`src/pkg/mesf_pkg.sv`:
```
// meter event status flags: constants, register map and carrier types
`default_nettype none
package mesf_pkg;

  // register indices; byte address is four times the index
  localparam logic [15:0] STATUS_IDX = 16'he503;
  localparam logic [15:0] CONFIG_IDX = 16'he504;
  localparam logic [15:0] CLEAR_IDX  = 16'he505;
  localparam logic [15:0] THRESH_IDX = 16'he506;
  localparam logic [15:0] NOLOAD_IDX = 16'he507;
  localparam logic [15:0] PHEVT_IDX  = 16'he508;

  localparam int unsigned SOFT_RESET_POS = 7;
  localparam int unsigned RESET_DONE_POS = 15;
  localparam int unsigned FLAG_W         = 26;
  localparam int unsigned CUR_W          = 24;

  localparam logic [25:0] FLAGS_RESET    = 26'h0008000;
  localparam logic [25:0] FLAGS_RESTORE  = 26'h0000000;
  localparam logic [25:0] FLAGS_RSVD     = 26'h0600000;
  localparam logic [31:0] STATUS_FIXED   = 32'h00200000;
  localparam logic [23:0] THRESH_RESET   = 24'h000000;
  localparam logic [31:0] PRDATA_RESET   = 32'h00000000;

  typedef enum logic [1:0] {
    PM_NORMAL = 2'h0,
    PM_LOW1   = 2'h1,
    PM_LOW2   = 2'h2,
    PM_SLEEP  = 2'h3
  } mesf_pmode_e;

  // event pulses from the measurement engine
  typedef struct packed {
    logic       total_noload_flag;
    logic       fund_noload_flag;
    logic       apparent_noload_flag;
    logic [2:0] miss_zc_volt;
    logic [2:0] miss_zc_cur;
    logic [2:0] zc_volt;
    logic [2:0] zc_cur;
    logic [2:0] zc_volt_rise;
    logic       sag;
    logic       overcurrent_flag;
    logic       overvoltage_flag;
    logic       current_peak_done;
    logic       voltage_peak_done;
  } mesf_evt_s;

  // phase detail levels from the measurement engine
  typedef struct packed {
    logic [2:0] total_noload_phases;
    logic [2:0] fund_noload_phases;
    logic [2:0] apparent_noload_phases;
    logic [2:0] sag_phases;
    logic [2:0] overcurrent_phases;
    logic [2:0] overvoltage_phases;
  } mesf_phase_s;

endpackage : mesf_pkg
`default_nettype wire

```
`src/mesf_status.sv`:
```
// meter event status flags register bank with apb slave
`timescale 1ns/10ps
`default_nettype none
module mesf_status
  import mesf_pkg::*;
#(
  parameter bit HAS_FUND     = 1'b1,
  parameter bit HAS_MISMATCH = 1'b1
)(
  input  wire logic                pclk,
  input  wire logic                presetn,
  input  wire logic                psel,
  input  wire logic                penable,
  input  wire logic                pwrite,
  input  wire logic [31:0]         paddr,
  input  wire logic [31:0]         pwdata,
  output logic      [31:0]         prdata,
  output logic                     pready,
  output logic                     pslverr,
  input  wire mesf_evt_s           evt,
  input  wire mesf_phase_s         phase_in,
  input  wire logic [CUR_W-1:0]    summed_phase_current,
  input  wire logic [CUR_W-1:0]    neutral_current_sample,
  input  wire logic                mismatch_sample_valid,
  input  wire logic [31:0]         checksum_value,
  input  wire mesf_pmode_e         power_mode,
  output logic                     interrupt_out_one_n,
  output logic                     restore_busy
);

  typedef enum logic [1:0] {
    CT_RUN     = 2'b01,
    CT_RESTORE = 2'b10
  } mesf_ctl_e;

  typedef enum logic [1:0] {
    SQ_IDLE  = 2'b01,
    SQ_ARMED = 2'b10
  } mesf_seq_e;

  logic [25:0]       flags_reg;
  logic [25:0]       flags_next;
  mesf_ctl_e         ctl_reg;
  mesf_ctl_e         ctl_next;
  mesf_seq_e         seq_reg;
  mesf_seq_e         seq_next;
  logic [23:0]       thresh_reg;
  mesf_phase_s       phase_reg;
  logic [31:0]       crc_prev_reg;
  logic              crc_seen_reg;
  mesf_pmode_e       pmode_prev_reg;
  logic              done_pend_reg;
  logic [31:0]       prdata_reg;

  // bus decode
  wire logic [15:0]  word_idx   = paddr[17:2];
  wire logic         addr_upper = (paddr[31:18] == 14'h0000) && (paddr[1:0] == 2'h0);
  wire logic         hit_status = addr_upper && (word_idx == STATUS_IDX);
  wire logic         hit_config = addr_upper && (word_idx == CONFIG_IDX);
  wire logic         hit_clear  = addr_upper && (word_idx == CLEAR_IDX);
  wire logic         hit_thresh = addr_upper && (word_idx == THRESH_IDX);
  wire logic         hit_noload = addr_upper && (word_idx == NOLOAD_IDX);
  wire logic         hit_phevt  = addr_upper && (word_idx == PHEVT_IDX);
  wire logic         hit_any    = hit_status | hit_config | hit_clear |
                                  hit_thresh | hit_noload | hit_phevt;
  wire logic         setup_ph   = psel && !penable;
  wire logic         access_ph  = psel && penable;
  wire logic         wr_acc     = access_ph && pwrite && hit_any;

  // soft reset request and wake from low power both restore defaults
  wire logic         soft_rst   = wr_acc && hit_config && pwdata[SOFT_RESET_POS];
  wire logic         wake       = (power_mode == PM_NORMAL) &&
                                  (pmode_prev_reg != PM_NORMAL);
  wire logic         run        = (ctl_reg == CT_RUN);
  wire logic         restore_go = run && (soft_rst || wake);

  // phase order: a rising a crossing must be followed by b, not c
  wire logic         seq_err    = (seq_reg == SQ_ARMED) && !evt.zc_volt_rise[1] &&
                                  evt.zc_volt_rise[2];

  // neutral current mismatch magnitude
  wire logic [23:0]  cur_diff   = (summed_phase_current >= neutral_current_sample) ?
                                  (summed_phase_current - neutral_current_sample) :
                                  (neutral_current_sample - summed_phase_current);
  wire logic         mism       = HAS_MISMATCH && mismatch_sample_valid &&
                                  (cur_diff > thresh_reg);

  wire logic         crc_chg    = crc_seen_reg && (checksum_value != crc_prev_reg);

  // hardware event sets, one per status bit except reserved bits 22:21, tied to zero
  wire logic [25:0]  set_vec    = {
    crc_chg,
    evt.voltage_peak_done,
    evt.current_peak_done,
    2'b00,
    mism,
    seq_err,
    evt.overvoltage_flag,
    evt.overcurrent_flag,
    evt.sag,
    done_pend_reg,
    evt.zc_cur,
    evt.zc_volt,
    evt.miss_zc_cur,
    evt.miss_zc_volt,
    evt.apparent_noload_flag,
    HAS_FUND && evt.fund_noload_flag,
    evt.total_noload_flag
  };

  // software clear is write one to clear; a set in the same cycle wins
  wire logic [25:0]  clr_vec    = (wr_acc && hit_clear) ? pwdata[25:0] : 26'h0;
  wire logic [25:0]  run_flags  = ((flags_reg & ~clr_vec) | set_vec) & ~FLAGS_RSVD;

  wire logic [31:0]  status_rd  = {6'h00, flags_reg[25:23], 2'b00, flags_reg[20:0]} |
                                  STATUS_FIXED;
  wire logic [31:0]  noload_rd  = {23'h0, phase_reg.apparent_noload_phases,
                                   phase_reg.fund_noload_phases,
                                   phase_reg.total_noload_phases};
  wire logic [31:0]  phevt_rd   = {17'h0, phase_reg.sag_phases, phase_reg.overvoltage_phases,
                                   3'h0, phase_reg.overcurrent_phases, 3'h0};
  wire logic [31:0]  rd_mux     = hit_status ? status_rd :
                                  hit_thresh ? {8'h00, thresh_reg} :
                                  hit_noload ? noload_rd :
                                  hit_phevt  ? phevt_rd : 32'h0;

  always_comb
  begin
    ctl_next = ctl_reg;
    unique case (ctl_reg)
      CT_RUN:     if (restore_go) ctl_next = CT_RESTORE;
      CT_RESTORE: ctl_next = CT_RUN;
      default:    ctl_next = CT_RUN;
    endcase
  end

  always_comb
  begin
    seq_next = seq_reg;
    unique case (seq_reg)
      SQ_IDLE:  if (evt.zc_volt_rise[0]) seq_next = SQ_ARMED;
      SQ_ARMED:
      begin
        if (evt.zc_volt_rise[1] || evt.zc_volt_rise[2])
          seq_next = evt.zc_volt_rise[0] ? SQ_ARMED : SQ_IDLE;
      end
      default:  seq_next = SQ_IDLE;
    endcase
    if (!run)
      seq_next = SQ_IDLE;
  end

  // restore clears every flag; reset done follows one cycle later
  assign flags_next = run ? run_flags : FLAGS_RESTORE;

  always_ff @(posedge pclk or negedge presetn)
  begin
    if (!presetn)
    begin
      flags_reg      <= FLAGS_RESET;
      ctl_reg        <= CT_RUN;
      seq_reg        <= SQ_IDLE;
      done_pend_reg  <= 1'b0;
      pmode_prev_reg <= PM_NORMAL;
    end
    else
    begin
      flags_reg      <= flags_next;
      ctl_reg        <= ctl_next;
      seq_reg        <= seq_next;
      done_pend_reg  <= (ctl_reg == CT_RESTORE);
      pmode_prev_reg <= power_mode;
    end
  end

  always_ff @(posedge pclk or negedge presetn)
  begin
    if (!presetn)
    begin
      thresh_reg   <= THRESH_RESET;
      phase_reg    <= '0;
      crc_prev_reg <= 32'h0;
      crc_seen_reg <= 1'b0;
    end
    else if (!run)
    begin
      thresh_reg   <= THRESH_RESET;
      phase_reg    <= '0;
      crc_seen_reg <= 1'b0;
    end
    else
    begin
      if (wr_acc && hit_thresh)
        thresh_reg <= pwdata[23:0];
      phase_reg    <= phase_in;
      crc_prev_reg <= checksum_value;
      crc_seen_reg <= 1'b1;
    end
  end

  always_ff @(posedge pclk or negedge presetn)
  begin
    if (!presetn)
      prdata_reg <= PRDATA_RESET;
    else if (setup_ph && !pwrite)
      prdata_reg <= rd_mux;
  end

  assign prdata              = prdata_reg;
  assign pready              = 1'b1;
  assign pslverr             = access_ph && !hit_any;
  assign interrupt_out_one_n = !flags_reg[RESET_DONE_POS];
  assign restore_busy        = !run;
endmodule : mesf_status
`default_nettype wire

```
`config.mk`:
```
export PLATFORM = sky130hd
export DESIGN_NAME = mesf_status
export DESIGN_NICKNAME = d
export VERILOG_FILES = /design/src/pkg/mesf_pkg.sv /design/src/mesf_status.sv
export SDC_FILE = /design/constraint.sdc
export NUM_CORES = 1
export LEC_CHECK = 0
export ABC_CLOCK_PERIOD_IN_PS = 4400
export BUFFER_PORTS_ARGS = -buffer_cell sky130_fd_sc_hd__buf_4
export CORE_ASPECT_RATIO = 1.1
export CORE_MARGIN = 1.5
export CORE_UTILIZATION = 35
export CTS_CLUSTER_SIZE = 8
export DETAILED_ROUTE_END_ITERATION = 10
export PLACE_DENSITY_LB_ADDON = 0.25
export SLEW_MARGIN = 20
export SYNTH_ARGS = -nofsm -noshare
export SYNTH_HDL_FRONTEND = slang
export SYNTH_SLANG_ARGS = --single-unit
```
`constraint.sdc`:
```
create_clock -name pclk -period 4.4 [get_ports pclk]
set_input_delay 0.22 -clock pclk [delete_from_list [all_inputs] [get_ports pclk]]
set_output_delay 0.22 -clock pclk [all_outputs]
set_load 0.005 [all_outputs]
```
==> metrics.log <==
[metrics] Max IR drop VDD: 0.000194 V
[metrics] ratio of cells with drive above 1 in the final layout: 25.4%
[metrics] number of buffers created by CTS: 17
[metrics] highest-count cells in the layout ignoring fill and taps: sky130_fd_sc_hd__buf_4 (271), sky130_fd_sc_hd__nand2_1 (193), sky130_fd_sc_hd__dfrtp_1 (129)
[metrics] number of enable-type register cells in the synthesized netlist: 0
[metrics] Synth Register Bits: 132
[metrics] highest net fanout along the worst path: 10
[metrics] Core Box Area: 0.0245 mm²
[metrics] path type of the worst setup path: in -> reg
[metrics] violation count after the first detailed-route iteration: 313
[metrics] fmax: 245 MHz
[metrics] number of flip-flops under the largest register name: 32
[metrics] total inserted antenna cells: 0
[metrics] CTS clock-pin slew for the worst setup and hold paths: 0.07 ns
[metrics] Hold WC Path Type: in -> reg
[metrics] row count: 60
[metrics] Data arrival, critical path: 4.38 ns
[metrics] Non-Filler Instances: 1619
[metrics] CTS Root Cell: sky130_fd_sc_hd__clkbuf_16
[metrics] Die Footprint: 0.0261 mm²
[metrics] Final Routed Wirelength: 25.1 mm
[metrics] portion of the post-synthesis area used by sequential elements: 37.6%
[metrics] average wire per standard cell: 15.5 µm
[metrics] number of antenna violations at the first check in global routing: 0
[metrics] clk sink count: 132
[metrics] most used flip-flop cell after synthesis: sky130_fd_sc_hd__dfrtp_1
[metrics] global-route wire length before repair: 41.1 mm
[metrics] worst path required time: 4.69 ns
[metrics] GRT overflow: 0
[metrics] chip width: 154 µm
[metrics] via count of the first global-routing pass: 8391
[metrics] CTS HTree Levels: 4
[metrics] die boundary height: 169 µm
[metrics] Final ANT Viol Nets: 0
[metrics] DRC viols: 0
[metrics] most common cell after layout, fill and taps aside: sky130_fd_sc_hd__buf_4
[metrics] mean instance size in the synthesized netlist: 8.45 µm²
[metrics] post-synthesis cell type count: 69
[metrics] Setup violations, final: 0
[metrics] Hold Violations, Final: 0
[metrics] fin nets: 1564
[metrics] CTS tree: done
[metrics] Global Route Usage Sum: 19.7%
[metrics] total setup buffers inserted after CTS: 0
[metrics] maximum buffer depth of the clock tree: 2
[metrics] period utilization: 92.8%
[metrics] CP endpoint kind: register
[metrics] startpoint type of the worst setup path: input port
[metrics] post-detailed-placement half-perimeter wirelength: 19.2 mm
[metrics] first-pass iteration count of the detailed router: 5
[metrics] initial cell density of the core: 35.8%
[metrics] number of I/O port buffers: 215
[metrics] Clk Latency, worst-skew pair: 0.41 ns
[metrics] number of instances in the synthesized netlist: 1041
[metrics] status: completed
[metrics] Max Transition Viols Final: 0
[metrics] leakage power summed over all cells: 5.72 nW
[metrics] WHS: 0.0132 ns
[metrics] number of vias in the routed layout: 8079
[metrics] count of pins on the block boundary: 229
[metrics] yosys warns: 0
[metrics] share of synthesized registers carrying an async set or reset: 100%
[metrics] final RePlAce weighted congestion: 0.887
[metrics] Placed Cells incl. Taps: 1572
[metrics] minimum period implied by the final worst setup slack: 4.08 ns
[metrics] Worst slew margin: 30.4%
[metrics] worst clock skew: 0.0151 ns
[metrics] area delta synth->final: 33.7%
[metrics] pin count of the biggest net entering global routing: 86
[metrics] cell area after synthesis: 0.00880 mm²
[metrics] DR vias/cell: 4.99
[metrics] Worst Max-Slew Pin Slew: 1.04 ns
[metrics] setup repair after global routing missed its margin: false
[metrics] Maximum Capacitance Violations: 0
[metrics] Cell Pwr Density: 340 mW/mm²
where the power goes:
part           total (W)  internal (W)  leakage, nW  switching (W)
clock network    0.00147      0.000862        0.294       0.000608
registers        0.00142       0.00134         1.62      0.0000759
logic            0.00111      0.000561         3.80       0.000550
kinds of logic after synthesis:
logic type / after synthesis / share of synthesized area (%)
fa+ha+maj: 75 / 10.8
buf+inv: 150 / 7.21
xor+xnor: 53 / 5.28
simple gates: 360 / 18.5
mux: 21 / 2.56
other cells: 2 / 0.0854
compound gates: 248 / 17.9
flops: 132 / 37.6
stage by stage:
step | area (µm²) | TNS, ns | worst slack, ns | total power (W) | util [%]
2_1_floorplan | 8820 | 0 | 0.238 | 0.00208 | -
3_3_place_gp | 11000 | -0.0852 | -0.0852 | 0.00252 | 44.8
3_5_place_dp | 11000 | -0.210 | -0.210 | 0.00254 | 44.8
4_1_cts | 11700 | 0 | 0.211 | 0.00404 | 47.8
5_1_grt | 11800 | 0 | 0.0283 | 0.00425 | 47.9
6_report | 11800 | 0 | 0.316 | 0.00400 | 47.9
layout make-up:
class / count / area, µm²
Fill cell: 2430 / 12800
Sequential cell: 132 / 3310
Inverter: 93 / 349
Clock inverter: 15 / 181
Timing Repair Buffer: 288 / 2210
Clock buffer: 17 / 425
Multi-Input combinational cell: 764 / 4910
Tap cell: 310 / 388
layer usage:
layer  vias up  track usage, %  share of wire [%]
li1       4029               -                  -
met1      3801            23.7                 43
met2       220            35.0                 50
met3        29            4.60                6.0
met4         0            5.49                1.7
met5         -               0                  0
worst paths after layout:
| path | slack, ns | startpoint | cells after the start | to |
|---|---|---|---|---|
| max in group asynchronous | 2.81 | presetn | 3 | thresh_reg[14] |
| setup / recovery | 0.32 | summed_phase_current[0] | 27 | flags_reg[20] |
| hold reg to reg | 0.49 | crc_prev_reg[28] | 2 | crc_prev_reg[28] |
| hold / removal | 0.01 | phase_in[0] | 2 | phase_reg[0] |
| setup reg to reg | 1.93 | thresh_reg[1] | 12 | flags_reg[20] |
| min in group asynchronous | 0.44 | presetn | 2 | crc_prev_reg[15] |
cell usage after synthesis, types with 3 or more instances:
cell type | n | area (µm²)
sky130_fd_sc_hd__nand2_1 | 193 | 724
sky130_fd_sc_hd__dfrtp_1 | 129 | 3230
sky130_fd_sc_hd__a21oi_1 | 120 | 601
sky130_fd_sc_hd__inv_1 | 92 | 345
sky130_fd_sc_hd__ha_1 | 73 | 913
sky130_fd_sc_hd__nor2_1 | 70 | 263
sky130_fd_sc_hd__xor2_1 | 39 | 342
sky130_fd_sc_hd__clkbuf_1 | 33 | 124
sky130_fd_sc_hd__a21o_1 | 23 | 173
sky130_fd_sc_hd__o21ai_0 | 21 | 105
sky130_fd_sc_hd__and2_1 | 19 | 119
sky130_fd_sc_hd__mux2i_1 | 15 | 150
sky130_fd_sc_hd__nand4_1 | 14 | 87.6
sky130_fd_sc_hd__xnor2_1 | 14 | 123
sky130_fd_sc_hd__a22oi_1 | 13 | 97.6
sky130_fd_sc_hd__a222oi_1 | 12 | 120
sky130_fd_sc_hd__buf_2 | 12 | 60.1
sky130_fd_sc_hd__nor4_1 | 12 | 75.1
sky130_fd_sc_hd__buf_4 | 9 | 67.6
sky130_fd_sc_hd__nand2b_1 | 8 | 50.1
sky130_fd_sc_hd__nand3_1 | 8 | 40.0
sky130_fd_sc_hd__nor2b_1 | 7 | 43.8
sky130_fd_sc_hd__o21a_1 | 7 | 52.6
sky130_fd_sc_hd__o21ai_1 | 7 | 35.0
sky130_fd_sc_hd__a31oi_1 | 6 | 37.5
sky130_fd_sc_hd__o21bai_1 | 6 | 45.0
sky130_fd_sc_hd__and3_1 | 5 | 31.3
sky130_fd_sc_hd__nor3_1 | 5 | 25.0
sky130_fd_sc_hd__o211ai_1 | 5 | 37.5
sky130_fd_sc_hd__a211oi_1 | 3 | 22.5
sky130_fd_sc_hd__buf_6 | 3 | 33.8
sky130_fd_sc_hd__dfstp_2 | 3 | 78.8
sky130_fd_sc_hd__mux2_2 | 3 | 33.8
sky130_fd_sc_hd__nor4b_1 | 3 | 26.3
critical path, cell delays in order:
cell	delay, ns
sky130_fd_sc_hd__buf_4	0.11
sky130_fd_sc_hd__inv_1	0.05
sky130_fd_sc_hd__ha_1	0.15
sky130_fd_sc_hd__inv_1	0.05
sky130_fd_sc_hd__fa_1	0.39
sky130_fd_sc_hd__nand3_1	0.11
sky130_fd_sc_hd__a311oi_1	0.09
sky130_fd_sc_hd__buf_4	0.16
sky130_fd_sc_hd__o21ai_4	0.15
sky130_fd_sc_hd__a21oi_2	0.09
sky130_fd_sc_hd__nor2b_2	0.14
sky130_fd_sc_hd__buf_6	0.17
sky130_fd_sc_hd__mux2_2	0.35
sky130_fd_sc_hd__a21oi_2	0.16
sky130_fd_sc_hd__o211ai_1	0.12
sky130_fd_sc_hd__xor2_1	0.17
sky130_fd_sc_hd__ha_1	0.30
sky130_fd_sc_hd__a21o_1	0.16
sky130_fd_sc_hd__a21o_1	0.17
sky130_fd_sc_hd__a21o_1	0.17
sky130_fd_sc_hd__a21oi_1	0.14
sky130_fd_sc_hd__nor2b_1	0.05
sky130_fd_sc_hd__o21ai_0	0.14
sky130_fd_sc_hd__nand2b_1	0.07
sky130_fd_sc_hd__a21oi_1	0.18
sky130_fd_sc_hd__o211ai_1	0.11
sky130_fd_sc_hd__a21o_1	0.19
what timing repair did:
item | 4_1_cts | 5_1_grt
gates resized for setup | 0 | 4
endpoints found under the setup margin | 0 | 1
hold buffers | 15 | 0
endpoints found under the hold margin | 96 | 0
No activity file was read; power rests on OpenSTA's default activity.
